### src/core/ssc_pkg.sv
package ssc_pkg;
	localparam int DATA_W = 64;
	localparam int ADDR_W = 13;
	localparam int BANK_W = 2;
	localparam int ROWS = 6;
	localparam int ROW_IDX_W = 3;
	localparam int CMD_ADDR_W = 28;
	localparam int OPEN_PAGES = 4;
	localparam int WBUF_DEPTH = 4;
	localparam int WBUF_PTR_W = 2;
	localparam int REFQ_DEPTH = 1024;
	localparam int REFQ_CNT_W = 11;
	localparam int TMR_W = 4;
	localparam int REF_INT_W = 12;
	localparam int CL_SHIFT_W = 4;
	localparam logic [REFQ_CNT_W-1:0] REFQ_FULL = 11'h400;
	localparam logic [REF_INT_W-1:0] REF_INT_DEF = 12'h3cf;
	localparam logic [TMR_W-1:0] TRP_DEF = 4'h3;
	localparam logic [TMR_W-1:0] TRCD_DEF = 4'h3;
	localparam logic [TMR_W-1:0] TRC_DEF = 4'h9;
	localparam logic [1:0] CL2 = 2'h2;
	localparam logic [1:0] CL3 = 2'h3;
	localparam logic [ADDR_W-1:0] A10_ALL_BANKS = 13'h0400;
	localparam int A10_POS = 10;
	// Organisation codes: column width 8, 9, 9, 10, 10 for 2M..32M modules
	localparam logic [2:0] ORG_2M = 3'h0;
	localparam logic [2:0] ORG_4M = 3'h1;
	localparam logic [2:0] ORG_8M = 3'h2;
	localparam logic [2:0] ORG_16M = 3'h3;
	localparam logic [2:0] ORG_32M = 3'h4;
	typedef enum logic [3:0] {
		SSC_CMD_NOP = 4'h7,
		SSC_CMD_ACT = 4'h3,
		SSC_CMD_RD = 4'h5,
		SSC_CMD_WR = 4'h4,
		SSC_CMD_PRE = 4'h2,
		SSC_CMD_REF = 4'h1
	} ssc_cmd_t;
	typedef enum logic [2:0] {
		SSC_IDLE = 3'h0,
		SSC_PRE = 3'h1,
		SSC_ACT = 3'h2,
		SSC_COL = 3'h3,
		SSC_REF_PRE = 3'h4,
		SSC_REF = 3'h5,
		SSC_WAIT = 3'h6
	} ssc_state_t;
endpackage

### src/core/ssc_controller.sv
`timescale 1ns/10ps
// What this block does
// 64-bit data path, 100 or 133 MHz
// Thirteen-bit multiplexed row/column address bus
// Two-bit bank select per access
// Maps 2M to 32M deep x64 modules
// Asymmetric row/column mapping only
// Six row selects, each driven twice
// CAS latency two or three for capture
// Each module side is its own row
// 1024-entry pending refresh queue
// Up to four pages kept open
// Open pages in any bank
// Timing and organisation from configuration inputs
// Six clock enables, low for power-down
// Firmware lowers clock when too many rows
// Refresh by auto-refresh command only
// No ECC generation or checking
// x8 and x16 devices supported
// Buffered writes, reads bypass them
// Page miss: precharge, activate, then column
module ssc_controller (
	input wire logic clk_sys_i,
	input wire logic reset_i,
	input wire logic req_valid_i,
	input wire logic req_write_i,
	input wire logic [ssc_pkg::CMD_ADDR_W-1:0] req_addr_i,
	input wire logic [ssc_pkg::ROW_IDX_W-1:0] req_row_i,
	input wire logic [ssc_pkg::DATA_W-1:0] req_wdata_i,
	input wire logic [7:0] req_wmask_i,
	output logic req_ready_o,
	output logic rd_valid_o,
	output logic [ssc_pkg::DATA_W-1:0] rd_data_o,
	input wire logic [2:0] cfg_org_i,
	input wire logic [1:0] cfg_cas_lat_i,
	input wire logic [2:0] cfg_open_pages_i,
	input wire logic [ssc_pkg::TMR_W-1:0] cfg_trp_i,
	input wire logic [ssc_pkg::TMR_W-1:0] cfg_trcd_i,
	input wire logic [ssc_pkg::TMR_W-1:0] cfg_trc_i,
	input wire logic [ssc_pkg::REF_INT_W-1:0] cfg_ref_int_i,
	input wire logic [ssc_pkg::ROWS-1:0] cfg_pwrdn_i,
	output logic [ssc_pkg::ADDR_W-1:0] mem_mux_addr_o,
	output logic [ssc_pkg::BANK_W-1:0] mem_bank_sel_o,
	output logic [ssc_pkg::ROWS-1:0] mem_row_select_n_a_o,
	output logic [ssc_pkg::ROWS-1:0] mem_row_select_n_b_o,
	output logic [ssc_pkg::ROWS-1:0] mem_row_clk_en_o,
	output logic mem_ras_n_o,
	output logic mem_cas_n_o,
	output logic mem_we_n_o,
	output logic [7:0] mem_dqm_o,
	output logic [ssc_pkg::DATA_W-1:0] mem_dq_o,
	output logic mem_dq_oe_o,
	input wire logic [ssc_pkg::DATA_W-1:0] mem_dq_i,
	output logic [ssc_pkg::REFQ_CNT_W-1:0] refq_level_o
);
	import ssc_pkg::*;

	// Split a linear request address into row and column by organisation
	function automatic logic [ADDR_W-1:0] col_of(input logic [CMD_ADDR_W-1:0] a,
			input logic [2:0] org);
		logic [ADDR_W-1:0] c;
		c = '0;
		case (org)
			ORG_2M: c = {5'h0, a[7:0]};
			ORG_4M, ORG_8M: c = {4'h0, a[8:0]};
			default: c = {3'h0, a[9:0]};
		endcase
		return c;
	endfunction

	function automatic logic [ADDR_W-1:0] row_of(input logic [CMD_ADDR_W-1:0] a,
			input logic [2:0] org);
		logic [ADDR_W-1:0] r;
		r = '0;
		case (org)
			ORG_2M: r = {2'h0, a[20:10]};
			ORG_4M: r = {1'h0, a[22:11]};
			ORG_8M: r = a[23:11];
			ORG_16M: r = a[24:12];
			default: r = a[24:12];
		endcase
		return r;
	endfunction

	// Bank bits sit just above the column for every organisation
	function automatic logic [BANK_W-1:0] bank_of(input logic [CMD_ADDR_W-1:0] a,
			input logic [2:0] org);
		logic [BANK_W-1:0] b;
		b = '0;
		case (org)
			ORG_2M: b = a[9:8];
			ORG_4M, ORG_8M: b = a[10:9];
			default: b = a[11:10];
		endcase
		return b;
	endfunction

	// Write buffer and open-page table
	logic [WBUF_DEPTH-1:0] wb_vld_r, wb_vld_nxt;
	logic [CMD_ADDR_W-1:0] wb_addr_r [WBUF_DEPTH];
	logic [CMD_ADDR_W-1:0] wb_addr_nxt [WBUF_DEPTH];
	logic [ROW_IDX_W-1:0] wb_row_r [WBUF_DEPTH];
	logic [ROW_IDX_W-1:0] wb_row_nxt [WBUF_DEPTH];
	logic [DATA_W-1:0] wb_data_r [WBUF_DEPTH];
	logic [DATA_W-1:0] wb_data_nxt [WBUF_DEPTH];
	logic [7:0] wb_mask_r [WBUF_DEPTH];
	logic [7:0] wb_mask_nxt [WBUF_DEPTH];
	logic [OPEN_PAGES-1:0] pg_vld_r, pg_vld_nxt;
	logic [ROW_IDX_W-1:0] pg_row_r [OPEN_PAGES];
	logic [ROW_IDX_W-1:0] pg_row_nxt [OPEN_PAGES];
	logic [BANK_W-1:0] pg_bank_r [OPEN_PAGES];
	logic [BANK_W-1:0] pg_bank_nxt [OPEN_PAGES];
	logic [ADDR_W-1:0] pg_page_r [OPEN_PAGES];
	logic [ADDR_W-1:0] pg_page_nxt [OPEN_PAGES];
	logic [WBUF_PTR_W-1:0] pg_victim_r, pg_victim_nxt;

	// Command engine state
	ssc_state_t st_r, st_nxt;
	logic [TMR_W-1:0] tmr_r, tmr_nxt;
	logic [REF_INT_W-1:0] ref_tick_r, ref_tick_nxt;
	logic [REFQ_CNT_W-1:0] refq_r, refq_nxt;
	logic cur_wr_r, cur_wr_nxt;
	logic [CMD_ADDR_W-1:0] cur_addr_r, cur_addr_nxt;
	logic [ROW_IDX_W-1:0] cur_row_r, cur_row_nxt;
	logic [DATA_W-1:0] cur_data_r, cur_data_nxt;
	logic [7:0] cur_mask_r, cur_mask_nxt;
	logic [WBUF_PTR_W-1:0] cur_slot_r, cur_slot_nxt;
	logic [WBUF_PTR_W-1:0] cur_wb_r, cur_wb_nxt;
	logic [CL_SHIFT_W-1:0] rd_pipe_r, rd_pipe_nxt;
	logic rd_valid_r, rd_valid_nxt;
	logic [DATA_W-1:0] rd_data_r, rd_data_nxt;
	logic ready_r, ready_nxt;
	ssc_cmd_t cmd_r, cmd_nxt;
	logic [ADDR_W-1:0] ma_r, ma_nxt;
	logic [BANK_W-1:0] ba_r, ba_nxt;
	logic [ROWS-1:0] cs_n_r, cs_n_nxt;
	logic [ROWS-1:0] cke_r, cke_nxt;
	logic [7:0] dqm_r, dqm_nxt;
	logic [DATA_W-1:0] dq_r, dq_nxt;
	logic dq_oe_r, dq_oe_nxt;

	logic hit;
	logic [WBUF_PTR_W-1:0] hit_slot;
	logic wb_free_any, wb_any;
	logic [WBUF_PTR_W-1:0] wb_free_slot, wb_pick;
	logic [2:0] lim;

	always_comb begin
		hit = 1'b0;
		hit_slot = '0;
		wb_free_any = 1'b0;
		wb_free_slot = '0;
		wb_any = 1'b0;
		wb_pick = '0;
		lim = (cfg_open_pages_i > 3'h4) ? 3'h4 : cfg_open_pages_i;
		for (int i = 0; i < OPEN_PAGES; i++) begin
			if (pg_vld_r[i] && pg_row_r[i] == cur_row_r &&
					pg_bank_r[i] == bank_of(cur_addr_r, cfg_org_i) &&
					pg_page_r[i] == row_of(cur_addr_r, cfg_org_i)) begin
				hit = 1'b1;
				hit_slot = WBUF_PTR_W'(i);
			end
		end
		for (int i = WBUF_DEPTH - 1; i >= 0; i--) begin
			if (!wb_vld_r[i]) begin
				wb_free_any = 1'b1;
				wb_free_slot = WBUF_PTR_W'(i);
			end
			if (wb_vld_r[i]) begin
				wb_any = 1'b1;
				wb_pick = WBUF_PTR_W'(i);
			end
		end
	end

	always_comb begin
		wb_vld_nxt = wb_vld_r;
		wb_addr_nxt = wb_addr_r;
		wb_row_nxt = wb_row_r;
		wb_data_nxt = wb_data_r;
		wb_mask_nxt = wb_mask_r;
		pg_vld_nxt = pg_vld_r;
		pg_row_nxt = pg_row_r;
		pg_bank_nxt = pg_bank_r;
		pg_page_nxt = pg_page_r;
		pg_victim_nxt = pg_victim_r;
		st_nxt = st_r;
		tmr_nxt = (tmr_r != '0) ? tmr_r - 1'b1 : tmr_r;
		ref_tick_nxt = ref_tick_r + 1'b1;
		refq_nxt = refq_r;
		cur_wr_nxt = cur_wr_r;
		cur_addr_nxt = cur_addr_r;
		cur_row_nxt = cur_row_r;
		cur_data_nxt = cur_data_r;
		cur_mask_nxt = cur_mask_r;
		cur_slot_nxt = cur_slot_r;
		cur_wb_nxt = cur_wb_r;
		// Read capture delayed by CAS latency
		rd_pipe_nxt = {rd_pipe_r[CL_SHIFT_W-2:0], 1'b0};
		// The command leaves a flop, so the data edge is one stage later than the latency
		rd_valid_nxt = (cfg_cas_lat_i == CL2) ? rd_pipe_r[2] : rd_pipe_r[3];
		rd_data_nxt = rd_valid_nxt ? mem_dq_i : rd_data_r;
		cmd_nxt = SSC_CMD_NOP;
		ma_nxt = ma_r;
		ba_nxt = ba_r;
		cs_n_nxt = '1;
		cke_nxt = ~cfg_pwrdn_i;
		dqm_nxt = '0;
		dq_nxt = dq_r;
		dq_oe_nxt = 1'b0;
		// Refresh ticks queue up; saturate at full depth
		if (ref_tick_r >= cfg_ref_int_i) begin
			ref_tick_nxt = '0;
			if (refq_r != REFQ_FULL)
				refq_nxt = refq_r + 1'b1;
		end
		// Writes posted to the buffer; reads wait for the engine
		ready_nxt = 1'b0;
		if (ready_r && req_valid_i && req_write_i && wb_free_any) begin
			wb_vld_nxt[wb_free_slot] = 1'b1;
			wb_addr_nxt[wb_free_slot] = req_addr_i;
			wb_row_nxt[wb_free_slot] = req_row_i;
			wb_data_nxt[wb_free_slot] = req_wdata_i;
			wb_mask_nxt[wb_free_slot] = req_wmask_i;
		end
		case (st_r)
			SSC_IDLE: begin
				// Ready only while one more write still finds a free slot
				ready_nxt = !(wb_vld_nxt == '1);
				if (ready_r && req_valid_i && !req_write_i) begin
					// A read taken here must not be lost to refresh; it also passes writes
					ready_nxt = 1'b0;
					cur_wr_nxt = 1'b0;
					cur_addr_nxt = req_addr_i;
					cur_row_nxt = req_row_i;
					st_nxt = SSC_WAIT;
				end else if (refq_r == REFQ_FULL || (refq_r != '0 && !req_valid_i && !wb_any)) begin
					ready_nxt = 1'b0;
					st_nxt = SSC_REF_PRE;
				end else if (wb_any && !(ready_r && req_valid_i)) begin
					ready_nxt = 1'b0;
					cur_wr_nxt = 1'b1;
					cur_wb_nxt = wb_pick;
					cur_addr_nxt = wb_addr_r[wb_pick];
					cur_row_nxt = wb_row_r[wb_pick];
					cur_data_nxt = wb_data_r[wb_pick];
					cur_mask_nxt = wb_mask_r[wb_pick];
					st_nxt = SSC_WAIT;
				end
			end
			SSC_WAIT: begin
				// Decide page hit or miss; every miss takes the victim slot
				if (hit) begin
					cur_slot_nxt = hit_slot;
					st_nxt = SSC_COL;
				end else begin
					cur_slot_nxt = pg_victim_r;
					if (lim != '0)
						pg_victim_nxt = ({1'b0, pg_victim_r} + 3'h1 >= lim) ? '0
							: pg_victim_r + 1'b1;
					st_nxt = SSC_PRE;
				end
			end
			SSC_PRE: if (tmr_r == '0) begin
				// Close whatever is open in the target bank
				cmd_nxt = SSC_CMD_PRE;
				cs_n_nxt[cur_row_r] = 1'b0;
				ba_nxt = bank_of(cur_addr_r, cfg_org_i);
				ma_nxt = '0;
				for (int i = 0; i < OPEN_PAGES; i++)
					if (pg_row_r[i] == cur_row_r && pg_bank_r[i] == ba_nxt)
						pg_vld_nxt[i] = 1'b0;
				tmr_nxt = cfg_trp_i;
				st_nxt = SSC_ACT;
			end
			SSC_ACT: if (tmr_r == '0) begin
				cmd_nxt = SSC_CMD_ACT;
				cs_n_nxt[cur_row_r] = 1'b0;
				ba_nxt = bank_of(cur_addr_r, cfg_org_i);
				ma_nxt = row_of(cur_addr_r, cfg_org_i);
				if (lim != '0) begin
					pg_vld_nxt[cur_slot_r] = 1'b1;
					pg_row_nxt[cur_slot_r] = cur_row_r;
					pg_bank_nxt[cur_slot_r] = ba_nxt;
					pg_page_nxt[cur_slot_r] = ma_nxt;
				end
				tmr_nxt = cfg_trcd_i;
				st_nxt = SSC_COL;
			end
			SSC_COL: if (tmr_r == '0) begin
				cs_n_nxt[cur_row_r] = 1'b0;
				ba_nxt = bank_of(cur_addr_r, cfg_org_i);
				ma_nxt = col_of(cur_addr_r, cfg_org_i);
				// Auto-precharge when no pages may stay open
				if (lim == '0) begin
					ma_nxt[A10_POS] = 1'b1;
					// The bank closes itself, so its page must not be seen as open
					for (int i = 0; i < OPEN_PAGES; i++)
						if (pg_row_r[i] == cur_row_r && pg_bank_r[i] == ba_nxt)
							pg_vld_nxt[i] = 1'b0;
				end
				if (cur_wr_r) begin
					cmd_nxt = SSC_CMD_WR;
					dq_nxt = cur_data_r;
					dq_oe_nxt = 1'b1;
					dqm_nxt = ~cur_mask_r;
					wb_vld_nxt[cur_wb_r] = 1'b0;
				end else begin
					cmd_nxt = SSC_CMD_RD;
					rd_pipe_nxt[0] = 1'b1;
				end
				tmr_nxt = cfg_cas_lat_i == CL3 ? TMR_W'(CL3) : TMR_W'(CL2);
				st_nxt = SSC_IDLE;
			end
			SSC_REF_PRE: if (tmr_r == '0) begin
				// Close all banks of all rows before refresh
				cmd_nxt = SSC_CMD_PRE;
				cs_n_nxt = '0;
				ma_nxt = A10_ALL_BANKS;
				pg_vld_nxt = '0;
				tmr_nxt = cfg_trp_i;
				st_nxt = SSC_REF;
			end
			SSC_REF: if (tmr_r == '0) begin
				cmd_nxt = SSC_CMD_REF;
				cs_n_nxt = '0;
				if (refq_nxt != '0)
					refq_nxt = refq_nxt - 1'b1;
				tmr_nxt = cfg_trc_i;
				st_nxt = SSC_IDLE;
			end
			default: st_nxt = SSC_IDLE;
		endcase
	end

	always_ff @(posedge clk_sys_i or posedge reset_i) begin
		if (reset_i) begin
			wb_vld_r <= '0;
			pg_vld_r <= '0;
			pg_victim_r <= '0;
			st_r <= SSC_IDLE;
			tmr_r <= '0;
			ref_tick_r <= '0;
			refq_r <= '0;
			cur_wr_r <= 1'b0;
			cur_addr_r <= '0;
			cur_row_r <= '0;
			cur_data_r <= '0;
			cur_mask_r <= '0;
			cur_slot_r <= '0;
			cur_wb_r <= '0;
			rd_pipe_r <= '0;
			rd_valid_r <= 1'b0;
			rd_data_r <= '0;
			ready_r <= 1'b0;
			cmd_r <= SSC_CMD_NOP;
			ma_r <= '0;
			ba_r <= '0;
			cs_n_r <= '1;
			cke_r <= '0;
			dqm_r <= '0;
			dq_r <= '0;
			dq_oe_r <= 1'b0;
			for (int i = 0; i < WBUF_DEPTH; i++) begin
				wb_addr_r[i] <= '0;
				wb_row_r[i] <= '0;
				wb_data_r[i] <= '0;
				wb_mask_r[i] <= '0;
			end
			for (int i = 0; i < OPEN_PAGES; i++) begin
				pg_row_r[i] <= '0;
				pg_bank_r[i] <= '0;
				pg_page_r[i] <= '0;
			end
		end else begin
			wb_vld_r <= wb_vld_nxt;
			wb_addr_r <= wb_addr_nxt;
			wb_row_r <= wb_row_nxt;
			wb_data_r <= wb_data_nxt;
			wb_mask_r <= wb_mask_nxt;
			pg_vld_r <= pg_vld_nxt;
			pg_row_r <= pg_row_nxt;
			pg_bank_r <= pg_bank_nxt;
			pg_page_r <= pg_page_nxt;
			pg_victim_r <= pg_victim_nxt;
			st_r <= st_nxt;
			tmr_r <= tmr_nxt;
			ref_tick_r <= ref_tick_nxt;
			refq_r <= refq_nxt;
			cur_wr_r <= cur_wr_nxt;
			cur_addr_r <= cur_addr_nxt;
			cur_row_r <= cur_row_nxt;
			cur_data_r <= cur_data_nxt;
			cur_mask_r <= cur_mask_nxt;
			cur_slot_r <= cur_slot_nxt;
			cur_wb_r <= cur_wb_nxt;
			rd_pipe_r <= rd_pipe_nxt;
			rd_valid_r <= rd_valid_nxt;
			rd_data_r <= rd_data_nxt;
			ready_r <= ready_nxt;
			cmd_r <= cmd_nxt;
			ma_r <= ma_nxt;
			ba_r <= ba_nxt;
			cs_n_r <= cs_n_nxt;
			cke_r <= cke_nxt;
			dqm_r <= dqm_nxt;
			dq_r <= dq_nxt;
			dq_oe_r <= dq_oe_nxt;
		end
	end

	assign req_ready_o = ready_r;
	assign rd_valid_o = rd_valid_r;
	assign rd_data_o = rd_data_r;
	assign mem_mux_addr_o = ma_r;
	assign mem_bank_sel_o = ba_r;
	// Two copies of each select share the loading
	assign mem_row_select_n_a_o = cs_n_r;
	assign mem_row_select_n_b_o = cs_n_r;
	assign mem_row_clk_en_o = cke_r;
	assign mem_ras_n_o = cmd_r[2];
	assign mem_cas_n_o = cmd_r[1];
	assign mem_we_n_o = cmd_r[0];
	assign mem_dqm_o = dqm_r;
	assign mem_dq_o = dq_r;
	assign mem_dq_oe_o = dq_oe_r;
	assign refq_level_o = refq_r;
endmodule

### config.mk
export PLATFORM = sky130hd
export DESIGN_NAME = ssc_controller
export DESIGN_NICKNAME = d
export VERILOG_FILES = /design/src/core/ssc_pkg.sv /design/src/core/ssc_controller.sv
export SDC_FILE = /design/constraint.sdc
export NUM_CORES = 2
export LEC_CHECK = 0
export BUFFER_PORTS_ARGS = -buffer_cell sky130_fd_sc_hd__clkbuf_2
export CAP_MARGIN = 20
export CORE_MARGIN = 1
export CORE_UTILIZATION = 55
export DETAILED_ROUTE_END_ITERATION = 10
export PLACE_DENSITY_LB_ADDON = 0.05
export SLEW_MARGIN = 10
export SYNTH_ARGS = -nofsm -noshare
export SYNTH_HDL_FRONTEND = slang
export SYNTH_SLANG_ARGS = --single-unit
### constraint.sdc
create_clock -name clk_sys_i -period 33.5 [get_ports clk_sys_i]
set_input_delay 6.7 -clock clk_sys_i [delete_from_list [all_inputs] [get_ports clk_sys_i]]
set_output_delay 6.7 -clock clk_sys_i [all_outputs]
set_load 0.05 [all_outputs]
==> results.md <==
- DRT Pass-1 Iters: 5
- Hold Vio Cnt, Final: 0
- P_int: 0.00220 W
- DRC Markers: 0
- Htree depth: 3
- Leakage: 20.1 nW
- CTS tree: built
- Ys async rst share: 1.00
- Post-synthesis compound-gate area fraction: 0.0554
- CORE AREA: 0.0622 mm^2
- Area occupied by multi-input gates: 0.0142 mm^2
- Port-buffer cells: 391
- Die Y: 254 um
- Die Wd: 254 um
- Crit end category: flip-flop
- Synth warnings: 0
- Largest net degree at the start of global routing: 197
- PwrDens: 83.2 mW/mm^2
- Psw: 0.00115 W
- Final-report setup violation count: 0
- Yosys top cell by area: dfrtp_1
- Largest family of logic cells by synthesized area: multiplexers
- Worst skew pair latency: 640 ps
- Post-synthesis area per instance: 13.1 um^2
- Clock skew: 34.4 ps
- Post-synthesis mux area share: 0.254
- Seq/Total Area, Yosys: 0.568
- Iteration-0 DRC Markers: 1477
- Worst R2R Path Depth: 13
- Postcts setup bufs: 0
- Crit path to: pg_victim_r[0]
- Max-slew headroom: 0.298
- Boundary Pins: 395
- Distinct cells, synth: 81
- Fill count: 4776
- Sequential cell area: 0.0198 mm^2
- RSZ-0062 raised after global routing: false
- Total power draw: 0.00335 W
- Tcrit/Tclk final: 0.292
- CP startpoint: cfg_org_i[0]
- Slew Viols, Final: 0
- Total track usage: 0.261
- Flop2flop setup slack: 29770 ps
- Vias per cell: 5.69
- Top-count cell post-synth: dfrtp_1
- Cells after Synth: 2649
- Drt total wl: 83.1 mm
- Sw frac: 0.344
- Post-CTS sizing: 0
- Number of routed nets with antenna violations: 0
- Flop pwr share: 0.416
- Non-Filler Instances: 3893
- Placed Area: 0.0375 mm^2
- DR vias: 22100
- Max Clk Rate: 102 MHz
- Commonest cells post-synth: dfrtp_1 (781), mux2_2 (554), nand2_1 (320)
- Time the worst path needs with I/O delays and setup: 9790 ps
- Clock Sink Count: 790
- Max-cap violations: 0
- CP Class: input pin to flip-flop
- Fin area: 0.0403 mm^2
- CP Max Fanout: 21
- Fin util: 0.648
- Worst Tran Pin Value: 1050 ps
- Post-CTS Hold Fix Bufs: 0
- Synth top area share: 0.561
- Vias in the first global route: 23300
- Layout Nets: 3217
- Simple-Gate Fraction of Synth Area: 0.0702
- Hold WC Path Type: flip-flop to flip-flop
- Post-synthesis net count: 2879
- Synthesized area: 0.0348 mm^2
- RR Endpoint: refq_level_o[4]
- Clk slew on worst S/H paths: 50 ps
- Clock power share: 0.273
- Initial antenna violation count: 14
- Area Overhead vs Synth: 15.7%
- Wire length per cell after detailed routing: 21.3 um
- Dpl hpwl: 52.9 mm
- Routability cong.: 0.910
- Placement row count: 91
- Worst VDD drop: 52.5 uV
- Total negative setup slack: 0 ps
- Status: finished, final reports clean
- Worst EP required: 33990 ps
- Die area: 0.0643 mm^2
- Inst Count DP: 3738
- Initial Util: 0.560
- First-pass GRT wire length: 130 mm
- Top cells by area, synth: dfrtp_1 (56%), mux2_2 (18%), mux4_2 (6.5%)
- Synthesized flop and latch total: 790
- Gr ovfl total: 0
- Synth Area in Adders: 0.00783
- Root buf cell: clkbuf_16
- Crit path DAT: 10280 ps
- Reg-to-Reg Start: ref_tick_r[2]
- Share of cells above drive strength 1: 0.409
- Number of synthesized flops with an enable pin: 0
- CTS max path bufs: 3
- CTS Buf Count: 83
- Logic pwr share: 0.310
- Post-synthesis xor/xnor area fraction: 0.0196
- Primary FF master, synth: dfrtp_1
- Startpoint Class: input pin
-- per-stage QoR --
stage	setup slack [ps]	hold WS, ps
after CTS	23790	350
after global routing	23590	357
final	23710	348
after floorplan	4630	331
after global placement	23180	333
after detailed placement	23150	335
-- power groups by stage --
stage | Combinational [W] | Clock (W) | Sequential, W
5_1_grt | 0.00113 | 0.000974 | 0.00143
6_report | 0.00104 | 0.000916 | 0.00139
4_1_cts | 0.00105 | 0.000936 | 0.00139
3_5_place_dp | 0.00105 | 0 | 0.00141
3_3_place_gp | 0.00102 | 0 | 0.00139
2_1_floorplan | 0.000685 | 0 | 0.00149
-- logic make-up after synthesis --
kind of cell,after synthesis
xor+xnor,77
flops,790
buf+inv,215
simple gates,556
mux,690
compound gates,299
fa+ha+maj,22
-- how the worst min path moves through the flow --
stage                       from           end  cells past startpoint
floorplan           rd_pipe_r[0]  rd_pipe_r[1]                      0
global placement    rd_pipe_r[1]  rd_pipe_r[2]                      0
detailed placement  rd_pipe_r[1]  rd_pipe_r[2]                      0
CTS                 rd_pipe_r[1]  rd_pipe_r[2]                      0
global route        rd_pipe_r[1]  rd_pipe_r[2]                      0
finish              rd_pipe_r[1]  rd_pipe_r[2]                      0
-- routing by layer --
metal,wire (um),vias to the layer above,part of all wire,GRT usage
li1,-,10100,-,-
met4,2070,20,0.025,0.0819
met3,3720,140,0.045,0.0478
met1,34600,11400,0.42,0.338
met5,131,-,0.0016,0
met2,42600,435,0.51,0.447
-- worst max-delay path, stage by stage --
cell and delay [ps]:
clkbuf_2 220, xor2_2 840, a22oi_1 250, o21ai_0 700, xnor2_1 230, nand3_1 110, or4_1 550, and4b_4 250
nand3b_2 100, mux2_1 320
-- registers in the layout, indices dropped and copies added, names as in the netlist, 13 cells and up --
name	count
cur_data_r	64
wb_data_r	256
wb_addr_r	100
wb_mask_r	32
rd_data_o	64
cur_addr_r	25
mem_mux_addr_o	13
mem_dq_o	64
pg_page_r	52
-- cell type report --
type                    count  share of cell area
multi-input cells        1644               0.353
clock inverters            27             0.00733
diodes                      5            0.000311
well taps                 837              0.0260
inverters                  45             0.00441
flip-flops and latches    790               0.491
repair buffers            423              0.0563
clock buffers             122              0.0612
-- cells in the final DEF, fill, tap and decap left out, types with 7 or more instances in the layout --
cell,instances
a21oi_1,67
a22oi_1,17
a31oi_1,8
and3_1,15
buf_4,27
clkbuf_1,16
clkbuf_16,84
clkbuf_2,391
clkbuf_8,22
clkinv_2,16
dfrtp_1,781
dfstp_2,9
ha_1,21
inv_1,41
mux2_2,554
mux2i_1,34
mux4_2,100
nand2_1,320
nand3_1,28
nand4_1,12
nor2_1,86
nor2b_1,9
nor3_1,27
nor4_1,8
o211ai_1,11
o21a_1,7
o21ai_0,107
o22ai_1,11
xnor2_1,45
xor2_1,31
(Power assumes the default switching activity.)
